<file path="config.mk">
export PLATFORM = sky130hd
export DESIGN_NAME = csirq_top
export DESIGN_NICKNAME = d
export VERILOG_FILES = /design/src/rtl/csirq_top.v
export VERILOG_INCLUDE_DIRS = /design/src /design/src/shared
export SDC_FILE = /design/constraint.sdc
export NUM_CORES = 1
export LEC_CHECK = 0
export BUFFER_PORTS_ARGS = -buffer_cell sky130_fd_sc_hd__buf_2
export CELL_PAD_IN_SITES_DETAIL_PLACEMENT = 1
export CELL_PAD_IN_SITES_GLOBAL_PLACEMENT = 1
export CORE_MARGIN = 2
export CORE_UTILIZATION = 41
export CTS_BUF_LIST = sky130_fd_sc_hd__clkbuf_4 sky130_fd_sc_hd__clkbuf_8
export DETAILED_ROUTE_END_ITERATION = 8
export PLACE_DENSITY = 0.93
export SLEW_MARGIN = 10
export SYNTH_ARGS = -nofsm -noshare
export SYNTH_HDL_FRONTEND = slang
export SYNTH_SLANG_ARGS = --single-unit
</file>
<file path="constraint.sdc">
create_clock -name sys_clk -period 1.6 [get_ports sys_clk]
set_input_delay 0.08 -clock sys_clk [delete_from_list [all_inputs] [get_ports sys_clk]]
set_output_delay 0.08 -clock sys_clk [all_outputs]
set_load 0.02 [all_outputs]
</file>
<file path="src/shared/csirq_defs.vh">
// Constants for the card status and interrupt mask block.
// Assumes inclusion by bare name from the rtl files.
`ifndef CSIRQ_DEFS_VH
`define CSIRQ_DEFS_VH

// ************************************************************
// Register byte offsets
// ************************************************************
`define CSIRQ_OFS_PRIM   8'h00
`define CSIRQ_OFS_LIVE   8'h04
`define CSIRQ_OFS_MASK   8'h08
`define CSIRQ_OFS_CLKC   8'h0c

// ************************************************************
// Primary event status and mask bit positions
// ************************************************************
`define CSIRQ_XFER_DONE  12
`define CSIRQ_LINE3_EDGE 11
`define CSIRQ_RX_READY   10
`define CSIRQ_TX_READY   9
`define CSIRQ_RSVD_BIT   8
`define CSIRQ_RESP_CRC   7
`define CSIRQ_RD_CRC     6
`define CSIRQ_WR_CRC     5
`define CSIRQ_RESP_TOUT  4
`define CSIRQ_RD_TOUT    3
`define CSIRQ_CMD_DONE   2
`define CSIRQ_BUSY_REL   1
`define CSIRQ_DATA_DONE  0

// Writable mask bits: 12..9 and 7..0
`define CSIRQ_MASK_VALID 13'h1eff
`define CSIRQ_MASK_RST   13'h0000

// ************************************************************
// Live status bit positions
// ************************************************************
`define CSIRQ_FIFO_FULL  6
`define CSIRQ_FIFO_EMPTY 5
`define CSIRQ_LINE3_LVL  4
`define CSIRQ_RX_FULL    3
`define CSIRQ_TX_EMPTY   2
`define CSIRQ_CLK_STOP   1
`define CSIRQ_CARD_BUSY  0

// ************************************************************
// Card clock control fields and reset values
// ************************************************************
`define CSIRQ_CLKC_EN    8
`define CSIRQ_CLKC_DIV_H 7
`define CSIRQ_CLKC_EN_RST  1'b0
`define CSIRQ_CLKC_DIV_RST 8'h01

`endif

</file>
<file path="src/rtl/csirq_top.v">
// Card status reporting and interrupt masking for a card host controller.
// Assumes primary events and FIFO/shift levels come from logic on sys_clk,
// while the card line 3 and busy indications arrive from pins.
// Registers: primary view 0x00, live status 0x04, mask 0x08, clock 0x0c.
// Read data are registered and stand for one cycle only.
//
// What this block does
// - Live status never raises the interrupt
// - Live status register is read-only
// - Bit 4 shows card line 3 level
// - Bit 3 set while receive shifter full
// - Bit 2 set while transmit shifter empty
// - Clock held low when stopped, bit 1
// - Bit 0 set while card busy detected
// - Enabled 0-to-1 status edge raises interrupt
// - Mask bit 12 enables transfer done
// - Mask bit 11 enables line 3 edge
// - Mask bit 10 enables receive ready
// - Mask bit 9 enables transmit ready
// - Mask bit 7 enables response CRC error
// - Mask bit 6 enables read CRC error
// - Mask bit 5 enables write CRC error
// - Mask bit 4 enables response time-out
// - Mask bit 3 enables read time-out
// - Mask bit 2 enables command done
// - Mask bit 1 enables busy release
// - Mask bit 0 enables data done
// - Line 3 edge flag clears on read
// - Transfer done precedes data done; bits 12 and 0 pass straight from prim_evt_in, no order enforced
//
// Our own choices: the strobed register port and the address map.
`timescale 1ns/1ps
`default_nettype none
`include "csirq_defs.vh"

module csirq_top #(
  parameter integer DIV_W = 8
) (
  input  wire        sys_clk,
  input  wire        arst_n,
  input  wire [7:0]  reg_addr,
  input  wire [31:0] reg_wdata,
  input  wire        reg_wr,
  input  wire        reg_rd,
  output reg  [31:0] reg_rdata,
  input  wire [12:0] prim_evt_in,
  input  wire        fifo_full_in,
  input  wire        fifo_empty_in,
  input  wire        rx_shift_full_in,
  input  wire        tx_shift_empty_in,
  input  wire        card_data_line3,
  input  wire        card_busy_pin,
  output reg         cpu_irq,
  output reg         card_clk,
  output reg         card_clock_stopped
);

  // ************************************************************
  // Address decode
  // ************************************************************

  // Exact byte address match; low bits must be zero
  function csirq_hit;
    input [7:0] addr;
    input [7:0] ofs;
    begin
      csirq_hit = (addr == ofs);
    end
  endfunction

  wire wr_mask;
  wire wr_clkc;
  wire rd_prim;

  // Write decode; writes to status registers fall through
  assign wr_mask = reg_wr & csirq_hit(reg_addr, `CSIRQ_OFS_MASK);
  assign wr_clkc = reg_wr & csirq_hit(reg_addr, `CSIRQ_OFS_CLKC);
  assign rd_prim = reg_rd & csirq_hit(reg_addr, `CSIRQ_OFS_PRIM);

  // ************************************************************
  // Pin synchronisers
  // ************************************************************

  reg       line3_s1_q;
  reg       line3_s2_q;
  reg       line3_prev_q;
  reg       busy_s1_q;
  reg       busy_s2_q;
  reg [1:0] line3_fill_q;

  // Two stages before use; only the second stage is read
  always @(posedge sys_clk or negedge arst_n)
  begin
    if (!arst_n)
    begin
      line3_s1_q   <= 1'b0;
      line3_s2_q   <= 1'b0;
      line3_prev_q <= 1'b0;
      busy_s1_q    <= 1'b0;
      busy_s2_q    <= 1'b0;
    end
    else
    begin
      line3_s1_q   <= card_data_line3;
      line3_s2_q   <= line3_s1_q;
      line3_prev_q <= line3_s2_q;
      busy_s1_q    <= card_busy_pin;
      busy_s2_q    <= busy_s1_q;
    end
  end

  // Edges count only once both stages and the compare copy hold real
  // pin samples; a pin that idles high would otherwise fake an edge
  // right after release of reset
  always @(posedge sys_clk or negedge arst_n)
  begin
    if (!arst_n)
    begin
      line3_fill_q <= 2'b00;
    end
    else if (line3_fill_q != 2'b11)
    begin
      line3_fill_q <= line3_fill_q + 2'b01;
    end
  end

  // ************************************************************
  // Line 3 edge flag
  // ************************************************************

  reg  line3_edge_q;
  reg  line3_edge_d;
  wire line3_edge_seen;

  // Either direction counts; edges in the first three cycles after
  // release are not seen, the price of no false edge from a high pin
  assign line3_edge_seen = (line3_s2_q ^ line3_prev_q) & (line3_fill_q == 2'b11);

  // Set wins over the read clear so no edge is lost
  always @*
  begin
    line3_edge_d = line3_edge_q;
    if (rd_prim)
    begin
      line3_edge_d = 1'b0;
    end
    if (line3_edge_seen)
    begin
      line3_edge_d = 1'b1;
    end
  end

  always @(posedge sys_clk or negedge arst_n)
  begin
    if (!arst_n)
    begin
      line3_edge_q <= 1'b0;
    end
    else
    begin
      line3_edge_q <= line3_edge_d;
    end
  end

  // ************************************************************
  // Interrupt mask register
  // ************************************************************

  reg [12:0] mask_q;

  // Only documented enables are stored; reserved bits stay zero
  always @(posedge sys_clk or negedge arst_n)
  begin
    if (!arst_n)
    begin
      mask_q <= `CSIRQ_MASK_RST;
    end
    else if (wr_mask)
    begin
      mask_q <= reg_wdata[12:0] & `CSIRQ_MASK_VALID;
    end
  end

  // ************************************************************
  // Primary status view and interrupt edge detection
  // ************************************************************

  reg  [12:0] prim_vec;
  reg  [12:0] prim_prev_q;
  wire [12:0] prim_rise;

  // Edge flag is ours; transfer done and data done are separate inputs
  always @*
  begin
    prim_vec = prim_evt_in;
    prim_vec[`CSIRQ_LINE3_EDGE] = line3_edge_q;
    prim_vec[`CSIRQ_RSVD_BIT]   = 1'b0;
  end

  // Previous copy gives the 0-to-1 transition per source
  always @(posedge sys_clk or negedge arst_n)
  begin
    if (!arst_n)
    begin
      prim_prev_q <= 13'h0000;
    end
    else
    begin
      prim_prev_q <= prim_vec;
    end
  end

  // A mask bit of 0 blocks its source; live status is not a source
  assign prim_rise = prim_vec & ~prim_prev_q & mask_q;

  // Interrupt is a one-cycle pulse per cycle in which any enabled source rises
  always @(posedge sys_clk or negedge arst_n)
  begin
    if (!arst_n)
    begin
      cpu_irq <= 1'b0;
    end
    else
    begin
      cpu_irq <= |prim_rise;
    end
  end

  // ************************************************************
  // Card clock control
  // ************************************************************

  reg             clk_en_q;
  reg [DIV_W-1:0] clk_div_q;
  reg [DIV_W-1:0] clk_cnt_q;
  reg [DIV_W-1:0] clk_cnt_d;
  reg             card_clk_d;
  wire            clk_stop;

  // Enable and divider, written by software
  always @(posedge sys_clk or negedge arst_n)
  begin
    if (!arst_n)
    begin
      clk_en_q  <= `CSIRQ_CLKC_EN_RST;
      clk_div_q <= `CSIRQ_CLKC_DIV_RST;
    end
    else if (wr_clkc)
    begin
      clk_en_q  <= reg_wdata[`CSIRQ_CLKC_EN];
      clk_div_q <= reg_wdata[DIV_W-1:0];
    end
  end

  // Stop on manual disable or when the shifters cannot move data
  assign clk_stop = ~clk_en_q | rx_shift_full_in | tx_shift_empty_in;

  // Half period is div+1 system cycles; restart from low after a stop
  always @*
  begin
    clk_cnt_d  = clk_cnt_q;
    card_clk_d = card_clk;
    if (clk_stop)
    begin
      clk_cnt_d  = {DIV_W{1'b0}};
      card_clk_d = 1'b0;
    end
    else if (clk_cnt_q == clk_div_q)
    begin
      clk_cnt_d  = {DIV_W{1'b0}};
      card_clk_d = ~card_clk;
    end
    else
    begin
      clk_cnt_d = clk_cnt_q + {{(DIV_W-1){1'b0}}, 1'b1};
    end
  end

  always @(posedge sys_clk or negedge arst_n)
  begin
    if (!arst_n)
    begin
      clk_cnt_q          <= {DIV_W{1'b0}};
      card_clk           <= 1'b0;
      card_clock_stopped <= 1'b1;
    end
    else
    begin
      clk_cnt_q          <= clk_cnt_d;
      card_clk           <= card_clk_d;
      card_clock_stopped <= clk_stop;
    end
  end

  // ************************************************************
  // Live status register
  // ************************************************************

  reg [6:0] live_q;

  // Sampled every cycle from hardware; no write path exists
  always @(posedge sys_clk or negedge arst_n)
  begin
    if (!arst_n)
    begin
      live_q <= 7'h00;
    end
    else
    begin
      live_q[`CSIRQ_FIFO_FULL]  <= fifo_full_in;
      live_q[`CSIRQ_FIFO_EMPTY] <= fifo_empty_in;
      live_q[`CSIRQ_LINE3_LVL]  <= line3_s2_q;
      live_q[`CSIRQ_RX_FULL]    <= rx_shift_full_in;
      live_q[`CSIRQ_TX_EMPTY]   <= tx_shift_empty_in;
      live_q[`CSIRQ_CLK_STOP]   <= clk_stop;
      live_q[`CSIRQ_CARD_BUSY]  <= busy_s2_q;
    end
  end

  // ************************************************************
  // Read path
  // ************************************************************

  reg [31:0] rdata_d;

  // Data stand only in the cycle after the strobe, zero otherwise
  always @*
  begin
    rdata_d = 32'h00000000;
    if (reg_rd)
    begin
      case (reg_addr)
        `CSIRQ_OFS_PRIM:
        begin
          rdata_d[12:0] = prim_vec;
        end
        `CSIRQ_OFS_LIVE:
        begin
          rdata_d[6:0] = live_q;
        end
        `CSIRQ_OFS_MASK:
        begin
          rdata_d[12:0] = mask_q;
        end
        `CSIRQ_OFS_CLKC:
        begin
          rdata_d[`CSIRQ_CLKC_EN] = clk_en_q;
          rdata_d[DIV_W-1:0]      = clk_div_q;
        end
        default:
        begin
          rdata_d = 32'h00000000;
        end
      endcase
    end
  end

  always @(posedge sys_clk or negedge arst_n)
  begin
    if (!arst_n)
    begin
      reg_rdata <= 32'h00000000;
    end
    else
    begin
      reg_rdata <= rdata_d;
    end
  end

endmodule

`default_nettype wire

</file>
# --- Word level (Yosys, flattened, before mapping) ---
# Cells that the tools add are included.
word_totals:
  regBits: 72
  inputBits: 63
  wordCells: 51
classes:
  n_mux: 10
  addsub: 2
  bitwise: 12
  n_reduce_logical: 4
  eq_ne: 6
ops:
  columns: ["op", "count"]
  rows:
  - ["$pmux W7 S4", 1]
  - ["$and A13 B13 Y13", 2]
  - ["$eq A8 B4 Y1 const B", 2]
  - ["$mux W8", 2]
  - ["$mux W13", 1]
  - ["$not A13 Y13", 1]
  - ["$reduce_or A13 Y1", 1]
  - ["$add A8 B1 Y8 const B", 1]
  - ["$eq A8 B3 Y1 const B", 1]
  - ["$eq A8 B8 Y1", 1]
  - ["$logic_not A8 Y1", 1]
  - ["$pmux W4 S2", 1]
  - ["$pmux W2 S3", 1]
  - ["$and A1 B1 Y1", 4]
  - ["$mux W1", 4]
  - ["$reduce_bool A2 Y1", 2]
  - ["$add A2 B1 Y2 const B", 1]
  - ["$eq A2 B2 Y1 const B", 1]
  - ["$ne A2 B2 Y1 const B", 1]
  - ["$not A1 Y1", 2]
  - ["$or A1 B1 Y1", 2]
  - ["$xor A1 B1 Y1", 1]

# --- Logic depth before layout (Yosys ltp) ---
# Gate-level depths: netlist of the first run.
logic_depth:
  depth_word: 4
  ltp_mapped: 6
  mapped_depth_nobuf: 4

# --- Least setup slack after synthesis of the first run ---
# OpenSTA, ideal clock, no wires.
synth_timing:
  path_type: "reg2reg"
  startpoint: "register clk_div_q[0]"
  endpoint: "register clk_cnt_q[2]"
  path_stages_with_launch: 5
  slack_ns: 0.250
  t_arrival_ns: 1.212
  required_ns: 1.462
  synth_period_minus_slack_ns: 1.350
  path_cell_list: "dfstp_2 > xnor2_1 > nand4_1 > o21bai_1 > nor2_1"
synth_via:
  elab_chain_cells: 3
synth_lines:
  columns: ["element", "line", "source"]
  rows:
  - ["from (decl)", "csirq_top.v:234", "reg [DIV_W-1:0] clk_div_q;"]
  - ["from (signal assigned)", "csirq_top.v:246", "clk_div_q <= `CSIRQ_CLKC_DIV_RST;"]
  - ["from (signal assigned)", "csirq_top.v:251", "clk_div_q <= reg_wdata[DIV_W-1:0];"]
  - ["$eq A8 B8 Y1", "csirq_top.v:268", "else if (clk_cnt_q == clk_div_q)"]
  - ["$mux W8", "csirq_top.v:268", null]
  - ["$mux W8", "csirq_top.v:263", "if (clk_stop)"]
  - ["via clk_cnt_d[2]", "csirq_top.v:236", "reg [DIV_W-1:0] clk_cnt_d;"]
  - ["to (signal assigned)", "csirq_top.v:283", "clk_cnt_q <= {DIV_W{1'b0}};"]
  - ["to (signal assigned)", "csirq_top.v:289", "clk_cnt_q <= clk_cnt_d;"]
  - ["to (decl)", "csirq_top.v:235", "reg [DIV_W-1:0] clk_cnt_q;"]
# The timed path passes the listed nets, and every way through them passes these cells.
# A chain may end at the register's enable or synchronous reset.

# --- Worst setup path after layout of the first run ---
layout_timing:
  startpoint: "input port rx_shift_full_in"
  endpoint: "register clk_cnt_q[5]"
layout_via:
  elab_chain_cells: 3
layout_lines:
  columns: ["element", "line", "source"]
  rows:
  - ["from (decl)", "csirq_top.v:49", "input wire rx_shift_full_in,"]
  - ["$or A1 B1 Y1 (2 in a row)", "csirq_top.v:256", "assign clk_stop = ~clk_en_q | rx_shift_full_in | tx_shift_empty_in;"]
  - ["via clk_stop", "csirq_top.v:238", "wire clk_stop;"]
  - ["$mux W8", "csirq_top.v:263", null]
  - ["via clk_cnt_d[5]", "csirq_top.v:236", null]
# The timed path passes the listed nets, and every way through them passes these cells.

==> results of run 1 <==
## registers in the layout, summed over array words and instances, names as in the netlist, 2 cells and up
register	flops
live_q	7
reg_rdata	13
prim_prev_q	12
line3_fill_q	2
clk_cnt_q	8
clk_div_q	8
mask_q	12
## stage by stage
stage	total power, W	utilization	instances	hold slack (ns)
after floorplan	0.00211	-	236	-0.216
after global placement	0.00220	0.465	371	0.128
after detailed placement	0.00222	0.465	371	0.135
after CTS	0.00404	0.542	418	0.122
after global routing	0.00415	0.542	418	0.131
final	0.00402	0.542	418	0.117
## power by group through the flow
stage	Sequential, W	Clock (W)	Combinational [W]
global placement	0.00192	0	0.000286
CTS	0.00189	0.00179	0.000364
finish	0.00189	0.00176	0.000367
detailed placement	0.00192	0	0.000299
floorplan	0.00192	0	0.000198
global route	0.00190	0.00185	0.000403
## cell families (layout without fill, tap and decap cells)
kind of cell               Yosys count  count (layout)  share of synthesized area
adders and majority gates            2               2                    0.00836
AOI/OAI and AO/OA                   11              11                     0.0230
muxes                               34              34                      0.165
buffers and inverters               26             109                     0.0614
DFF                                 71              71                      0.594
xor gates and xnor gates            16              16                     0.0468
and+or+nand+nor                     57              57                      0.100
other                                1              19                    0.00125
## worst register-to-register path, stage by stage (launching register included)
cell     delay, ns
dfstp_2       0.57
xnor2_1       0.12
nand4_1       0.17
or3_1         0.38
a21oi_1       0.15
## layout by cell type (no fill, tap or decap)
cell type,instances
nor3_1,4
xnor2_1,10
and3_1,2
clkinvlp_4,1
o22ai_1,6
mux2i_1,5
dfrtp_1,69
a21oi_1,1
buf_12,1
nand2_1,15
nor4_1,1
inv_1,1
a31oi_1,1
and3_2,1
o21bai_2,1
buf_2,57
nand3_2,1
o31ai_1,1
mux4_2,7
mux2_4,10
ha_1,2
nand3_1,7
clkbuf_8,10
dlygate4sd3_1,31
nor2b_1,7
conb_1,19
nor4_2,1
nor2_1,13
o21ai_0,1
dfstp_2,2
nand4_1,2
or3b_2,1
bufinv_16,3
or3_1,1
nand3b_4,1
clkinv_2,2
mux2_2,12
xor2_1,6
buf_4,3
## final cells by class
class / instances / area [sq um]
clock inverter: 6 / 108
fill: 732 / 3280
multi-input combinational: 139 / 1100
clock buffer: 10 / 138
inverter: 1 / 3.75
sequential: 71 / 1780
tap: 99 / 124
timing repair buffer: 92 / 638
## layer usage
| layer | part of all wire | vias to the layer above | GRT usage |
|---|---|---|---|
| met5 | 0 | - | 0 |
| met4 | 0.030 | 0 | 0.110 |
| met3 | 0.035 | 20 | 0.0563 |
| met2 | 0.55 | 58 | 0.371 |
| met1 | 0.39 | 1052 | 0.244 |
| li1 | - | 906 | - |
## worst max path at each step
stage / endpoint / start / cells after the start / slack [ns]
after floorplan: clk_cnt_q[2]$_DFF_PN0_ / clk_div_q[0]$_DFFE_PN1P_ / 4 / 0.25
after global placement: clk_cnt_q[7]$_DFF_PN0_ / clk_div_q[0]$_DFFE_PN1P_ / 4 / 0.05
after detailed placement: clk_cnt_q[5]$_DFF_PN0_ / clk_div_q[0]$_DFFE_PN1P_ / 4 / -0.02
after CTS: card_clk$_DFFE_PN0P_ / clk_div_q[0]$_DFFE_PN1P_ / 4 / 0.13
after global routing: card_clk$_DFFE_PN0P_ / clk_div_q[0]$_DFFE_PN1P_ / 4 / 0.03
final: clk_cnt_q[5]$_DFF_PN0_ / rx_shift_full_in / 5 / 0.13
## timing repair
action / 4_1_cts / 5_1_grt
endpoints found under the setup margin: 5 / 0
gates resized for setup: 1 / 0
hold endpoints to repair: 106 / 0
hold buffers: 31 / 0
==> flow_metrics.env, run 1 <==
export IMPL_status="complete, no violations"
export IMPL_fin_area_sq_um=3890
export IMPL_synth_main_ff_cell="dfrtp_1"
export IMPL_route_detailed_drc=0
export IMPL_ys_seq_area_frac=0.594
export IMPL_grt_pass1_wl_mm=12.1
export IMPL_synth_top_area_frac=0.577
export IMPL_design_core_area_sq_um=7180
export IMPL_drt_iter0_drc=92
export IMPL_skew_ns=0.00818
export IMPL_tns_ns=0
export IMPL_dp_hpwl_mm=4.82
export IMPL_gp_congestion=0.831
export IMPL_worst_slack_ns=0.126
export IMPL_nNetsFinal=379
export IMPL_start_util=0.417
export IMPL_root_buffer="clkbuf_8"
export IMPL_clockBufferDepth=2
export IMPL_std_cell_rows=31
export IMPL_antenna_cells=0
export IMPL_rsz0062_at_grt="no"
export IMPL_max_stage_delay_ns=0.55
export IMPL_yosysWarnings=0
export IMPL_clk_pin_slew_ns=0.08
export IMPL_max_clock_freq_ghz=0.678
export IMPL_syn_area_per_cell_sq_um=13.7
export IMPL_synth_top_cell_by_area="dfrtp_1"
export IMPL_ios=98
export IMPL_ff2ff_setup_slack_ns=0.13
export IMPL_h_tree_depth=3
export IMPL_fp_dieArea_sq_um=8000
export IMPL_dr_pass1_iters=4
export IMPL_clk_latency_ns=0.35
export IMPL_io_buffers=57
export IMPL_synth_edf_count=0
export IMPL_syn_to_final_growth_pct=30.0
export IMPL_seqPwrFrac=0.470
export IMPL_synth_cells=218
export IMPL_peakVddDrop_v=0.000399
export IMPL_grtUsageTotal=0.214
export IMPL_ys_top_cells_by_area="dfrtp_1 (58%), mux4_2 (5.3%), buf_4 (5.0%)"
export IMPL_clock_sinks=71
export IMPL_cellPowerDensity_nw_per_um2=1030
export IMPL_drive_above_1_share=0.357
export IMPL_via_count=2036
export IMPL_ff2ff_path_depth=4
export IMPL_pwr_share_comb=0.091
export IMPL_leakage_nw=1.89
export IMPL_critical_path_buf_inv_count=2
export IMPL_vias_per_cell=4.87
export IMPL_crit_fanout=8
export IMPL_ant_nets=0
export IMPL_criticalPathCategory="in2reg"
export IMPL_antenna_found_initial=0
export IMPL_grt_overflow=0
export IMPL_crit_chain="dlygate4sd3_1, buf_2, or3b_2, o21bai_2, nor2_1"
export IMPL_final_min_clock_period_ns=1.47
export IMPL_slew_violations=0
export IMPL_max_cap_violations=0
export IMPL_wl_per_cell_um=19.0
export IMPL_worst_r2r_endpoint="card_clk$_DFFE_PN0P_"
export IMPL_place_area_sq_um=3330
export IMPL_cp_top_family="simple AND/OR/NAND/NOR gates"
export IMPL_netlist_area_sq_um=2990
export IMPL_wl_mm=7.93
export IMPL_async_reset_ff_frac=1.00
export IMPL_worstHoldEndpoint="reg_rdata[0]$_DFF_PN0_"
export IMPL_swShare=0.229
export IMPL_cts_made_buffers=9
export IMPL_grt_pass1_vias=2270
export IMPL_crit_slowest_cell="or3b_2"
export IMPL_dieHeight_um=89.5
export IMPL_grt_max_degree=72
export IMPL_cts_setup_buffers=0
export IMPL_finalSetupViolCount=0
export IMPL_p_int_w=0.00310
export IMPL_worst_setup_path_start_kind="primary input"
export IMPL_chipWidth_um=89.5
export IMPL_hp_class="in2reg"
export IMPL_ys_types=35
export IMPL_yosysMostFrequentCell="dfrtp_1"
export IMPL_power_switching_w=0.000920
export IMPL_worstPathArrival_ns=1.74
export IMPL_timing_rr_start="clk_div_q[0]$_DFFE_PN1P_"
export IMPL_whs_path_depth=3
export IMPL_crit_path_end_kind="register"
export IMPL_hold_viol_final=0
export IMPL_cts_tree="built"
export IMPL_finalCritPeriodShare=0.921
export IMPL_clkPwrFrac=0.438
export IMPL_synth_common_cells="dfrtp_1 (69), buf_4 (20), nand2_1 (15)"
export IMPL_pre_cts_ws_ns=-0.0166
export IMPL_worstHoldStart="reg_rd"
export IMPL_cp_required_ns=1.87
export IMPL_ys_seq_elements=71
Note: power is estimated with default switching activity, not from simulation.
==> run 2: changes to the inputs <==
Clock period 1.6 ns to 1.4 ns, I/O delays scaled along.
==> run 2 against run 1 <==
  * The run now ends with setup timing left
  * Critical path depth decreased by 1
  * Sequential power up 14%
  * Total power rose by 2.7%
  * Cell area is 0.84% higher
  * Sequential share of layout area fell by 0.38 points
  * Via count up 1.6%
  * Worst hold slack better by 0.046 ns
  * Global-route usage fell by 0.090 points
  * Combinational power up 19%
  * Count of clock-buffer cells in the layout increased by 5
  * Setup slack worse by 0.19 ns
  * Largest power group unchanged
==> flow_metrics.env, run 2 (synthesis gave the netlist of run 1 again) <==
export IMPL_swShare=0.237
export IMPL_dp_hpwl_mm=4.95
export IMPL_slew_violations=0
export IMPL_dp_cells=379
export IMPL_pwr_share_comb=0.106
export IMPL_drt_iter0_drc=71
export IMPL_status="finished with violations"
export IMPL_finalCritPeriodShare=1.05
export IMPL_top_usage_layer="met2"
export IMPL_antenna_found_initial=0
export IMPL_cp_required_ns=1.67
export IMPL_nNetsFinal=389
export IMPL_worst_slack_ns=-0.0675
export IMPL_grt_max_degree=72
export IMPL_met1_usage=0.238
export IMPL_dieHeight_um=89.5
export IMPL_syn_to_final_growth_pct=31.1
export IMPL_worstPathArrival_ns=1.73
export IMPL_rsz0062_at_grt="yes"
export IMPL_final_min_clock_period_ns=1.47
export IMPL_place_area_sq_um=3390
export IMPL_grt_pass1_vias=2320
export IMPL_final_cell_mix="dfrtp_1 (69), buf_2 (57), dlygate4sd3_1 (31)"
export IMPL_grtUsageMet3=0.0489
export IMPL_hp_class="in2reg"
export IMPL_grt_pass1_wl_mm=12.1
export IMPL_tns_ns=-0.245
export IMPL_vias_per_cell=4.83
export IMPL_grtUsageTotal=0.214
export IMPL_peakVddDrop_v=0.000444
export IMPL_grt_overflow=0
export IMPL_cts_tree="built"
export IMPL_finalNonFillerCells=428
export IMPL_finalSetupViolCount=9
export IMPL_root_buffer="clkbuf_8"
export IMPL_worst_setup_path_start_kind="register"
export IMPL_design_core_area_sq_um=7180
export IMPL_cellPowerDensity_nw_per_um2=1050
export IMPL_std_cell_rows=31
export IMPL_chipWidth_um=89.5
export IMPL_via_count=2069
export IMPL_drive_above_1_share=0.392
export IMPL_p_int_w=0.00315
export IMPL_cts_made_buffers=9
export IMPL_wl_per_cell_um=18.1
export IMPL_top_register="reg_rdata"
export IMPL_clockBufferDepth=2
export IMPL_reg_top3="reg_rdata x13, mask_q x12, prim_prev_q x12"
export IMPL_dr_pass1_iters=4
export IMPL_h_tree_depth=3
export IMPL_skew_ns=0.0123
export IMPL_clk_latency_ns=0.35
export IMPL_seqPwrFrac=0.523
export IMPL_clock_sinks=71
export IMPL_clk_pin_slew_ns=0.07
export IMPL_route_detailed_drc=0
export IMPL_largest_reg_flops=13
export IMPL_clkPwrFrac=0.371
export IMPL_crit_path_end_kind="register"
export IMPL_crit_fanout=3
export IMPL_antenna_cells=0
export IMPL_wl_mm=7.75
export IMPL_gp_congestion=0.794
export IMPL_hold_viol_final=0
export IMPL_fin_area_sq_um=3930
export IMPL_io_buffers=57
export IMPL_ios=98
export IMPL_met2_usage=0.389
export IMPL_criticalPathCategory="reg2reg"
export IMPL_max_cap_violations=0
export IMPL_max_clock_freq_ghz=0.681
export IMPL_start_util=0.417
export IMPL_violations="setup timing"
export IMPL_leakage_nw=1.92
export IMPL_layout_commonest_cell="dfrtp_1"
export IMPL_power_switching_w=0.000979
export IMPL_fp_dieArea_sq_um=8000
export IMPL_ant_nets=0
-- run 2: cell count changes in the layout (fill, tap and decap cells not counted), sizes merged --
cell	change
clkbuf	+5
clkinvlp	-1
clkinv	-1
bufinv	-3
buf	+10
-- run 2: per-layer routing --
layer | vias to the layer above | wire length (um)
li1 | 931 | -
met1 | 1065 | 3080
met2 | 57 | 4210
met3 | 16 | 266
met4 | 0 | 196
met5 | - | 0
-- run 2: per-stage QoR --
step / hold slack, ns / setup slack (ns) / power (W) / utilization
after floorplan: -0.226 / 0.0500 / 0.00242 / -
after global placement: 0.118 / -0.0626 / 0.00252 / 0.473
after detailed placement: 0.124 / -0.142 / 0.00255 / 0.473
after CTS: 0.156 / -0.0877 / 0.00416 / 0.547
after global routing: 0.170 / -0.116 / 0.00430 / 0.547
final: 0.163 / -0.0675 / 0.00413 / 0.547
-- run 2: final timing paths --
check                                          from                            to  slack [ns]  cells past startpoint
hold reg to reg                 busy_s1_q$_DFF_PN0_           busy_s2_q$_DFF_PN0_        0.36                      0
max in group asynchronous                    arst_n  card_clock_stopped$_DFF_PN1_        0.77                      3
setup reg to reg           clk_div_q[0]$_DFFE_PN1P_          card_clk$_DFFE_PN0P_       -0.07                      4
setup / recovery           clk_div_q[0]$_DFFE_PN1P_          card_clk$_DFFE_PN0P_       -0.07                      4
min in group asynchronous                    arst_n        reg_rdata[9]$_DFF_PN0_        0.28                      3
hold / removal                          reg_addr[3]        reg_rdata[8]$_DFF_PN0_        0.16                      3
-- run 2: layout make-up --
cell class	instances	area, sq um
Multi-Input combinational cell	139	1120
Timing Repair Buffer	102	713
Clock buffer	15	181
Fill cell	736	3250
Clock inverter	1	5.00
Sequential cell	71	1780
Inverter	1	3.75
Tap cell	99	124
-- run 2: power groups by stage --
stage	clock [W]	sequential, W	combinational, W
CTS	0.00157	0.00216	0.000431
detailed placement	0	0.00220	0.000351
floorplan	0	0.00219	0.000226
finish	0.00153	0.00216	0.000437
global placement	0	0.00219	0.000334
global route	0.00166	0.00217	0.000478
-- run 2: worst max-delay path, stage by stage (launching register included) --
cell and delay, ns:
dfstp_2 0.57, xnor2_2 0.12, nand4_1 0.18, or3_1 0.39
a21oi_1 0.12
-- run 2: what timing repair did --
| item | CTS | global route |
|---|---|---|
| hold buffers | 31 | 0 |
| buffers inserted | 2 | 0 |
| endpoints found under the hold margin | 107 | 0 |
| endpoints found under the setup margin | 9 | 9 |
| resized for setup | 5 | 2 |
| pin swaps | 11 | 1 |
==> run 3: changes to the inputs <==
Settings changed: BUFFER_PORTS_ARGS -buffer_cell sky130_fd_sc_hd__buf_2 to not set, CORE_UTILIZATION 41 to 45, DONT_BUFFER_PORTS set to 1, PLACE_DENSITY 0.93 to 0.84.
==> run 3 against run 2 <==
  * The run ends with hold timing, setup timing left
  * Register-to-register slack worse by 0.02 ns
  * Die area down 8.5%
  * First-iteration DRC count up 34%
  * Sequential cell count unchanged
  * Critical endpoint unchanged
  * Count of clock-buffer cells in the layout down 5
  * Clock power up 32%
  * Via count down 12%
  * Sequential power about the same
  * Core utilization up 3.0 points
  * Sequential share of layout area up 3.0 points
  * Setup slack worse by 0.018 ns
  * Critical path depth unchanged
==> flow_metrics.env, run 3 (synthesis gave the netlist of run 1 again) <==
export IMPL_status="finished with violations"
export IMPL_violations="hold timing, setup timing"
export IMPL_timing_rr_start="clk_cnt_q[4]$_DFF_PN0_"
export IMPL_syn_to_final_growth_pct=23.0
export IMPL_clk_pin_slew_ns=0.08
export IMPL_max_cap_violations=0
export IMPL_wl_per_cell_um=20.8
export IMPL_dr_pass1_iters=4
export IMPL_reg_top3="reg_rdata x13, mask_q x12, prim_prev_q x12"
export IMPL_std_cell_rows=29
export IMPL_fp_dieArea_sq_um=7320
export IMPL_grt_pass1_vias=2122
export IMPL_clk_latency_ns=0.35
export IMPL_clock_sinks=71
export IMPL_leakage_nw=1.70
export IMPL_fin_util=0.577
export IMPL_met1_usage=0.256
export IMPL_ff2ff_path_depth=4
export IMPL_ant_nets=0
export IMPL_top_usage_layer="met2"
export IMPL_criticalPathCategory="reg2reg"
export IMPL_nNetsFinal=331
export IMPL_worst_slack_ns=-0.0851
export IMPL_critPathLaunch="clk_cnt_q[4]$_DFF_PN0_"
export IMPL_chipWidth_um=85.6
export IMPL_hold_viol_final=71
export IMPL_cellPowerDensity_nw_per_um2=1220
export IMPL_vias_per_cell=5.23
export IMPL_cts_made_buffers=9
export IMPL_hp_class="in2async"
export IMPL_crit_path_end_kind="register"
export IMPL_crit_fanout=3
export IMPL_final_cell_mix="dfrtp_1 (69), dlygate4sd3_1 (33), conb_1 (19)"
export IMPL_whs_ns=-0.592
export IMPL_largest_reg_flops=13
export IMPL_grtUsageMet3=0.0481
export IMPL_dieHeight_um=85.6
export IMPL_grtUsageTotal=0.214
export IMPL_antenna_cells=0
export IMPL_ios=98
export IMPL_grt_max_degree=72
export IMPL_drive_above_1_share=0.266
export IMPL_peakVddDrop_v=0.00105
export IMPL_h_tree_depth=3
export IMPL_ff2ff_setup_slack_ns=-0.09
export IMPL_worst_r2r_endpoint="card_clk$_DFFE_PN0P_"
export IMPL_cts_tree="built"
export IMPL_skew_ns=0.00671
export IMPL_design_core_area_sq_um=6390
export IMPL_n_fill_cell=648
export IMPL_finalCritPeriodShare=1.06
export IMPL_start_util=0.469
export IMPL_wl_mm=7.22
export IMPL_io_buffers=0
export IMPL_max_clock_freq_ghz=0.673
export IMPL_rsz0062_at_grt="yes"
export IMPL_via_count=1819
export IMPL_final_min_clock_period_ns=1.49
export IMPL_cp_required_ns=1.68
export IMPL_layout_commonest_cell="dfrtp_1"
export IMPL_dp_hpwl_mm=4.19
export IMPL_root_buffer="clkbuf_8"
export IMPL_grt_pass1_wl_mm=11.5
export IMPL_clockBufferDepth=2
export IMPL_route_detailed_drc=0
export IMPL_grt_overflow=0
export IMPL_drt_iter0_drc=95
export IMPL_worstPathArrival_ns=1.77
export IMPL_hold_buffers=33
export IMPL_gp_congestion=0.805
export IMPL_antenna_found_initial=0
export IMPL_top_register="reg_rdata"
export IMPL_slew_violations=0
export IMPL_power_w=0.00448
export IMPL_met2_usage=0.358
export IMPL_finalSetupViolCount=9
export IMPL_worst_setup_path_start_kind="register"
[run 3: cell types whose count changed in the layout (fill, tap and decap cells not counted), sizes merged]
cell         previous run  this run
bufinv                  0         3
clkbuf                 15        10
clkinv                  1         2
dlygate4sd3            31        33
buf                    71        11
clkinvlp                0         1
[run 3: what timing repair did]
action | CTS | global route
cloned | 0 | 0
buffers inserted | 4 | 1
endpoints found under the hold margin | 118 | 71
resized for setup | 1 | 10
pin swaps | 6 | 6
endpoints found under the setup margin | 9 | 9
[run 3: how the worst max path moves through the flow]
stage	cells after the start	endpoint
CTS	4	card_clk$_DFFE_PN0P_
detailed placement	4	card_clk$_DFFE_PN0P_
finish	4	card_clk$_DFFE_PN0P_
global placement	4	card_clk$_DFFE_PN0P_
floorplan	4	clk_cnt_q[2]$_DFF_PN0_
global route	5	clk_cnt_q[6]$_DFF_PN0_
[run 3: metrics by stage]
step / area, sq um / setup WS [ns] / setup TNS [ns] / instances / hold slack (ns)
CTS: 3640 / -0.00338 / -0.00338 / 347 / -0.601
global route: 3680 / -0.159 / -1.29 / 348 / -0.607
floorplan: 3060 / 0.0500 / 0 / 236 / -0.226
global placement: 3020 / 0.0258 / 0 / 294 / -0.222
detailed placement: 3020 / -0.0433 / -0.428 / 294 / -0.223
finish: 3680 / -0.0851 / -0.673 / 348 / -0.592
[run 3: area by class of cell]
cell class,instances,area [sq um],area share
Clock buffer,10,138,0.0374
Inverter,1,3.75,0.00102
Clock inverter,6,108,0.0292
Tap cell,77,96.3,0.0262
Multi-Input combinational cell,139,1140,0.310
Timing Repair Buffer,44,417,0.113
Sequential cell,71,1780,0.483
[run 3: report_power, final]
part	internal (W)	switching, W	total [W]	leakage [nW]
sequential	0.00212	0.0000491	0.00217	0.906
clock	0.00123	0.000797	0.00202	0.122
combinational	0.000164	0.000131	0.000295	0.668
total	0.00351	0.000977	0.00448	1.70
[run 3: metal layers]
metal,wire (um),vias to the layer above,part of all wire
li1,-,808,-
met1,2870,932,0.40
met2,3780,60,0.52
met3,335,19,0.046
met4,239,0,0.033
met5,0,-,0
[run 3: worst max-delay path, stage by stage, from the launching register on]
cell,delay (ns)
dfrtp_1,0.42
xnor2_2,0.23
nand4_1,0.23
or3_1,0.39
a21oi_1,0.15
